$ cat src/hdl/csi_consts.svh
// Register offsets, field positions and reset values of the clock status and interrupt unit.
// Assumes the includer works at a single 100 MHz register clock.
`ifndef CSI_CONSTS_SVH
`define CSI_CONSTS_SVH

`define CSI_OFS_EN_LOCK_INPUTS 7'h68
`define CSI_OFS_EN_REF_HOLD 7'h69
`define CSI_OFS_STICKY_LOCK_INPUTS 7'h6c
`define CSI_OFS_LIVE_SELECT_LOCK 7'h6d
`define CSI_OFS_STICKY_REF_HOLD 7'h6e
`define CSI_OFS_LIVE_VCO_REF_HOLD 7'h6f

`define CSI_BIT_SYNTH 5
`define CSI_BIT_CLEANER 4
`define CSI_BIT_REF 1
`define CSI_BIT_HOLD 0

`define CSI_EN_LOCK_RESET 6'h00
`define CSI_EN_REF_HOLD_RESET 2'h0

`define CSI_FRAME_BITS 5'h10
`define CSI_CMD_BITS 5'h08
`define CSI_SYNC_STAGES 2

`endif

$ cat src/hdl/csi_pkg.sv
// Types shared by the clock status and interrupt unit.
// Assumes nothing beyond a SystemVerilog compiler.
package csi_pkg;

  typedef struct packed {
    logic [1:0] selected_input_code;
    logic synth_lock_loss_live_n;
    logic cleaner_lock_loss_live_n;
    logic [3:0] input_active_live;
    logic vco_status_live;
    logic ref_valid_live;
    logic holdover_live_n;
  } csi_live_status_t;

  typedef enum logic [1:0] {
    CSI_SPI_IDLE,
    CSI_SPI_CMD,
    CSI_SPI_WDATA,
    CSI_SPI_RDATA
  } csi_spi_state_t;

endpackage

$ cat src/hdl/csi_sticky_cell.sv
// One sticky event latch with write-one-to-clear.
// Assumes event and clear come from the same clock domain.
`timescale 1ns/1ps
`default_nettype none
module csi_sticky_cell
(
  input wire logic ref_clk_i,
  input wire logic rst_b_i,
  input wire logic event_i,
  input wire logic clear_i,
  output logic seen_o
);

  // Set wins over clear so an event in the clearing cycle survives
  always_ff @(posedge ref_clk_i or negedge rst_b_i)
  begin
    if (!rst_b_i)
      seen_o <= 1'b0;
    else if (event_i)
      seen_o <= 1'b1;
    else if (clear_i)
      seen_o <= 1'b0;
  end

endmodule
`default_nettype wire

$ cat src/hdl/csi_status_irq.sv
// Status latches, interrupt enables and interrupt output, reached over a 3-wire serial port.
// Assumes serial pins and status monitors are asynchronous to ref_clk_i; all are synchronised.
`timescale 1ns/1ps
`default_nettype none
`include "csi_consts.svh"
module csi_status_irq
  import csi_pkg::*;
(
  input wire logic ref_clk_i,
  input wire logic rst_b_i,
  input wire logic spi_cs_n_i,
  input wire logic spi_sclk_i,
  input wire logic spi_sdio_i,
  output logic spi_sdio_o,
  output logic spi_sdio_oe_o,
  input wire csi_live_status_t live_status_i,
  output logic irq_out_n_o
);

  // Source order in the latch vector: inputs 0..3, cleaner, synth, holdover, reference
  localparam int NSRC = 8;
  localparam int SRC_CLEANER = 4;
  localparam int SRC_SYNTH = 5;
  localparam int SRC_HOLD = 6;
  localparam int SRC_REF = 7;

  // Two-flop synchronisers for pins and monitors
  logic [2:0] pin_meta;
  logic [2:0] pin_sync;
  logic [2:0] pin_last;
  csi_live_status_t live_meta;
  csi_live_status_t live;

  always_ff @(posedge ref_clk_i or negedge rst_b_i)
  begin
    if (!rst_b_i)
    begin
      pin_meta <= 3'h1;
      pin_sync <= 3'h1;
      pin_last <= 3'h1;
    end
    else
    begin
      pin_meta <= {spi_sdio_i, spi_sclk_i, spi_cs_n_i};
      pin_sync <= pin_meta;
      pin_last <= pin_sync;
    end
  end

  // Monitors idle at "no fault" so reset does not fake an event
  always_ff @(posedge ref_clk_i or negedge rst_b_i)
  begin
    if (!rst_b_i)
    begin
      live_meta <= 11'h1ff;
      live <= 11'h1ff;
    end
    else
    begin
      live_meta <= live_status_i;
      live <= live_meta;
    end
  end

  logic cs_n;
  logic sclk_rise;
  logic sclk_fall;
  logic sdio_in;
  assign cs_n = pin_sync[0];
  assign sdio_in = pin_sync[2];
  assign sclk_rise = pin_sync[1] && !pin_last[1];
  assign sclk_fall = !pin_sync[1] && pin_last[1];

  // Serial frame: read flag, 7-bit address, 8 data bits, MSB first, sampled on sclk rise
  csi_spi_state_t state;
  logic [4:0] bit_cnt;
  logic [7:0] shift_in;
  logic [6:0] addr;
  logic [7:0] rd_shift;
  logic wr_pulse;
  logic [7:0] wr_data;
  logic [7:0] rd_data;

  always_ff @(posedge ref_clk_i or negedge rst_b_i)
  begin
    if (!rst_b_i)
    begin
      state <= CSI_SPI_IDLE;
      bit_cnt <= 5'h00;
      shift_in <= 8'h00;
      addr <= 7'h00;
    end
    else if (cs_n)
    begin
      // Deselect aborts any partial frame; no write is committed
      state <= CSI_SPI_IDLE;
      bit_cnt <= 5'h00;
    end
    else if (sclk_rise)
    begin
      shift_in <= {shift_in[6:0], sdio_in};
      bit_cnt <= bit_cnt + 5'h01;
      case (state)
        CSI_SPI_IDLE, CSI_SPI_CMD:
        begin
          state <= CSI_SPI_CMD;
          if (bit_cnt == `CSI_CMD_BITS - 5'h01)
          begin
            addr <= {shift_in[5:0], sdio_in};
            state <= shift_in[6] ? CSI_SPI_RDATA : CSI_SPI_WDATA;
          end
        end
        CSI_SPI_WDATA, CSI_SPI_RDATA:
        begin
          if (bit_cnt == `CSI_FRAME_BITS - 5'h01)
            state <= CSI_SPI_IDLE;
        end
        default:
          state <= CSI_SPI_IDLE;
      endcase
    end
  end

  always_ff @(posedge ref_clk_i or negedge rst_b_i)
  begin
    if (!rst_b_i)
    begin
      wr_pulse <= 1'b0;
      wr_data <= 8'h00;
    end
    else
    begin
      wr_pulse <= !cs_n && sclk_rise && state == CSI_SPI_WDATA && bit_cnt == `CSI_FRAME_BITS - 5'h01;
      wr_data <= {shift_in[6:0], sdio_in};
    end
  end

  // Read data goes out on sclk falls, so the host samples it on the next rise
  always_ff @(posedge ref_clk_i or negedge rst_b_i)
  begin
    if (!rst_b_i)
    begin
      rd_shift <= 8'h00;
      spi_sdio_o <= 1'b0;
      spi_sdio_oe_o <= 1'b0;
    end
    else if (cs_n || state != CSI_SPI_RDATA)
    begin
      rd_shift <= rd_data;
      spi_sdio_o <= 1'b0;
      spi_sdio_oe_o <= 1'b0;
    end
    else if (sclk_fall && bit_cnt == 5'h08)
    begin
      // Snapshot at the first fall, once this frame's address is known
      spi_sdio_o <= rd_data[7];
      spi_sdio_oe_o <= 1'b1;
      rd_shift <= {rd_data[6:0], 1'b0};
    end
    else if (sclk_fall)
    begin
      spi_sdio_o <= rd_shift[7];
      spi_sdio_oe_o <= 1'b1;
      rd_shift <= {rd_shift[6:0], 1'b0};
    end
  end

  // Enable registers keep implemented bits only, so reserved bits read 0
  logic [5:0] en_lock;
  logic [1:0] en_ref_hold;

  always_ff @(posedge ref_clk_i or negedge rst_b_i)
  begin
    if (!rst_b_i)
    begin
      en_lock <= `CSI_EN_LOCK_RESET;
      en_ref_hold <= `CSI_EN_REF_HOLD_RESET;
    end
    else if (wr_pulse)
    begin
      if (addr == `CSI_OFS_EN_LOCK_INPUTS)
        en_lock <= wr_data[5:0];
      if (addr == `CSI_OFS_EN_REF_HOLD)
        en_ref_hold <= wr_data[1:0];
    end
  end

  // Events and write-one-to-clear strobes per source
  logic [NSRC-1:0] src_event;
  logic [NSRC-1:0] src_clear;
  logic [NSRC-1:0] seen;
  logic wr_sticky_lock;
  logic wr_sticky_ref;

  assign wr_sticky_lock = wr_pulse && addr == `CSI_OFS_STICKY_LOCK_INPUTS;
  assign wr_sticky_ref = wr_pulse && addr == `CSI_OFS_STICKY_REF_HOLD;
  assign src_event = {!live.ref_valid_live, !live.holdover_live_n, !live.synth_lock_loss_live_n,
                      !live.cleaner_lock_loss_live_n, ~live.input_active_live};
  assign src_clear = {{2{wr_sticky_ref}} & {wr_data[`CSI_BIT_REF], wr_data[`CSI_BIT_HOLD]},
                      {6{wr_sticky_lock}} & wr_data[5:0]};

  genvar g;
  generate
    for (g = 0; g < NSRC; g++)
    begin : gen_latch
      csi_sticky_cell u_cell
      (
        .ref_clk_i(ref_clk_i),
        .rst_b_i(rst_b_i),
        .event_i(src_event[g]),
        .clear_i(src_clear[g]),
        .seen_o(seen[g])
      );
    end
  endgenerate

  // Reference interrupt follows changes of its latch, not the level
  logic ref_seen_last;
  logic ref_pend;

  always_ff @(posedge ref_clk_i or negedge rst_b_i)
  begin
    if (!rst_b_i)
    begin
      ref_seen_last <= 1'b0;
      ref_pend <= 1'b0;
    end
    else
    begin
      ref_seen_last <= seen[SRC_REF];
      if (seen[SRC_REF] != ref_seen_last)
        ref_pend <= 1'b1;
      else if (src_clear[SRC_REF])
        ref_pend <= 1'b0;
    end
  end

  logic next_irq;
  always_comb
  begin
    next_irq = |(seen[5:0] & en_lock);
    next_irq = next_irq | (seen[SRC_HOLD] & en_ref_hold[`CSI_BIT_HOLD]);
    next_irq = next_irq | (ref_pend & en_ref_hold[`CSI_BIT_REF]);
  end

  always_ff @(posedge ref_clk_i or negedge rst_b_i)
  begin
    if (!rst_b_i)
      irq_out_n_o <= 1'b1;
    else
      irq_out_n_o <= !next_irq;
  end

  // Read mux: latches read 0 once an event was seen
  always_comb
  begin
    case (addr)
      `CSI_OFS_EN_LOCK_INPUTS: rd_data = {2'h0, en_lock};
      `CSI_OFS_EN_REF_HOLD: rd_data = {6'h00, en_ref_hold};
      `CSI_OFS_STICKY_LOCK_INPUTS: rd_data = {2'h0, ~seen[5:0]};
      `CSI_OFS_LIVE_SELECT_LOCK: rd_data = {live.selected_input_code, live.synth_lock_loss_live_n,
                                           live.cleaner_lock_loss_live_n, live.input_active_live};
      `CSI_OFS_STICKY_REF_HOLD: rd_data = {6'h00, ~seen[SRC_REF], ~seen[SRC_HOLD]};
      `CSI_OFS_LIVE_VCO_REF_HOLD: rd_data = {5'h00, live.vco_status_live, live.ref_valid_live,
                                            live.holdover_live_n};
      default: rd_data = 8'h00;
    endcase
  end
endmodule
`default_nettype wire

$ cat config.mk
export PLATFORM = sky130hd
export DESIGN_NAME = csi_status_irq
export DESIGN_NICKNAME = d
export VERILOG_FILES = /design/src/hdl/csi_pkg.sv /design/src/hdl/csi_sticky_cell.sv /design/src/hdl/csi_status_irq.sv
export VERILOG_INCLUDE_DIRS = /design/src /design/src/hdl
export SDC_FILE = /design/constraint.sdc
export NUM_CORES = 1
export LEC_CHECK = 0
export BUFFER_PORTS_ARGS = -buffer_cell sky130_fd_sc_hd__buf_2
export CAP_MARGIN = 20
export CORE_UTILIZATION = 55
export CTS_CLUSTER_SIZE = 40
export DETAILED_ROUTE_END_ITERATION = 10
export PLACE_DENSITY = 0.73
export SETUP_SLACK_MARGIN = 0.05
export SYNTH_ARGS = -nofsm -noshare
export SYNTH_HDL_FRONTEND = slang
export SYNTH_SLANG_ARGS = --single-unit
$ cat constraint.sdc
create_clock -name ref_clk_i -period 5.01 [get_ports ref_clk_i]
set_input_delay 0.7515 -clock ref_clk_i [delete_from_list [all_inputs] [get_ports ref_clk_i]]
set_output_delay 0.7515 -clock ref_clk_i [all_outputs]
set_load 0.03 [all_outputs]
==> results.ini <==
[sta]
final_max_slew_viol_count=0
period_needed_ns=2.38
fin_crit_sh=0.475
hold_violations=0
timing.setup.tns_ns=0
layout_setup_ws_ns=2.63
rsz0062_at_grt=no
fmax_ghz=0.420
relSlewSlack=0.496
finClkSkew_ns=0.0118
finalSetupViolations=0
worst_slew_pin_slew_ns=0.753

[cts]
cts_max_path_buffers=2
path_clk_slew_ns=0.08
postCtsSetupBuffers=0
cts_resized=0
clk_latency_ns=0.35
htree_levels=3
root_buffer=clkbuf_8
holdBufCountCts=0
numCtsBuffers=9
cts.sinks=86
cts_tree=yes

[detailed_routing]
wl_met1_mm=2.92
dr_total_vias=2115
wl_mm=5.86
wl_met2_mm=2.61
route.met3.wl_um=234
vias_per_cell=5.55
wl_per_cell_um=15.4
drc_errors=0
drt_iter0_markers=185
drt_pass1_iterations=4
drtAntennaViolNets=0
topRoutingLayerUsed=met4

[layout]
fillers=464
final_common_cell=dfrtp_1
mostFrequentLayoutCells=dfrtp_1 (65), nand2_1 (31), dfstp_2 (21), nand3_1 (20), nor2_1 (18)
post-route-util=0.647
diodes=0
ff_latch_area_um2=2180
nets=320
area_delta_synth_final_pct=11.1
multi_input_area_um2=1220
fin_cells=381
drive_above_1_share=0.271

[synth]
synth_compound_area_frac=0.0802
netlist_area_um2=3510
yosys.area_share.simple=0.153
syn_avg_cell_area_um2=12.3
ys.flop_type=dfrtp_1
syn_nets=305
yosysWarnings=0
synth_edf_count=0
postSynthCellCount=286
synth_xor_area_frac=0.00998
yosysUniqueCellTypes=52
muxShareOfSynthArea=0.0934
async_flop_share=1.00
yosysSeqAreaShare=0.621
synth_seq_cells=86
synth_top_family_by_area=simple AND/OR/NAND/NOR gates
synth_fa_ha_area_frac=0.0107

[critical_path]
regToRegEndpoint=en_lock[4]
crit_path_start=addr[4]
slowest_stage=nor2_1
start_kind=flop
cpPeakStageDelay_ns=0.61
cp_cell_sequence=nand4b_4 > nor2_1 > nor4bb_1 > clkbuf_2 > mux2_2
crit_buf_inv=1
cp.arrival_ns=2.62
cp_num_cells=5
critPathMaxFanout=13
worstPathRequired_ns=5.25
cp-endpoint=en_lock[4]
cpLargestDelayFamily=simple AND/OR/NAND/NOR gates
r2r_cells=5
r2r_start=addr[4]
crit_type=flop to flop
critical_path.endpoint_type=flop
r2r_slack_ns=2.63

[global_route]
grt_pass1_vias=2035
grtUsageTotal=0.210
grt_antenna_before_repair=0
overflow=0
grt_pass1_wl_mm=10.1
grt_max_degree=87

[die]
die-area_um2=6700
die_h_um=81.9
rows=28
coreArea_um2=6030
ioPinCount=19
die_w_um=81.9
initial_core_util=0.582

[worst_hold_path]
min_path_type=input port to async pin

[placement]
dp.cells=363
dpl_worst_slack_ns=2.40
portBuffers=18
hpwl_mm=3.88
gp_congestion=0.822

[flow_run]
maxCapViolations=0

[power]
leakagePower_uw=0.00173
power_uw=1460
peakVddDrop_uv=343
power_density_nw_per_um2=374

[run_status]
run_status=finished clean

-- worst register-to-register path, delay by kind of cell, from the launching register on --
family	cells	cell delay, ns
buffers and inverters	1	0.26
flip-flops	1	0.40
multiplexers	1	0.35
AND/OR/NAND/NOR	3	1.26
-- metrics by stage --
step	cell area (um^2)	hold WS, ns
after floorplan	3510	0.331
after global placement	3610	0.332
after detailed placement	3610	0.336
after CTS	3870	0.354
after global routing	3900	0.216
final	3900	0.227
-- sequential cells by signal (all words and copies together), names as in the netlist, 2 cells and up --
| signal | cells |
|---|---|
| live | 11 |
| wr_data | 6 |
| state | 2 |
| gen_latch.u_cell.seen_o | 8 |
| pin_sync | 3 |
| en_ref_hold | 2 |
| en_lock | 6 |
| bit_cnt | 5 |
| shift_in | 7 |
| pin_meta | 3 |
| live_meta | 11 |
| rd_shift | 8 |
| addr | 7 |
-- worst min-delay path by stage --
stage,start,endpoint,slack (ns),depth (start not counted)
floorplan,live_meta[10],live[10],0.33,0
global placement,live_meta[10],live[10],0.33,0
detailed placement,live_meta[9],live[9],0.34,0
CTS,live_meta[9],live[9],0.35,0
global route,rst_b_i,addr[0],0.22,1
finish,rst_b_i,gen_latch[2].u_cell.seen_o,0.23,1
-- synth_stat cells (3+ instances only) --
master	n	area, um^2
ha_1	3	37.5
nand2_1	31	116
nor3_1	4	20.0
nand3_1	20	100
nor2b_1	3	18.8
nand2b_1	3	18.8
inv_1	8	30.0
o21ai_0	10	50.1
mux2_2	15	169
a21oi_1	11	55.1
a22oi_1	4	30.0
dfrtp_1	65	1630
buf_2	7	35.0
a31oi_1	3	18.8
nor2_1	18	67.6
mux2_4	6	90.1
dfstp_2	21	552
nand4_1	4	25.0
clkbuf_1	7	26.3
-- report_power, final --
group / internal, uW / switching, uW
registers: 753 / 41.1
clock network: 382 / 224
logic: 30.5 / 28.1
total: 1170 / 293
-- cell type report --
type / instances / area share
tap: 75 / 0.0241
sequential: 86 / 0.559
timing repair buffer: 20 / 0.0321
inverter: 8 / 0.00770
clock inverter: 4 / 0.0308
multi-input combinational: 176 / 0.312
clock buffer: 12 / 0.0346
-- per-layer routing --
layer  track usage  vias up
met5             0        -
met4        0.0789        0
met3        0.0800        7
met2         0.292       39
met1         0.296     1041
li1              -     1028
-- cells by family (layout without fill, tap and decap cells) --
logic type	Yosys count	count (layout)
simple gates	100	100
compound gates	44	44
xor+xnor	4	4
buf+inv	24	44
flops	86	86
mux	25	25
fa+ha+maj	3	3
No activity file was read; power rests on OpenSTA's default activity.
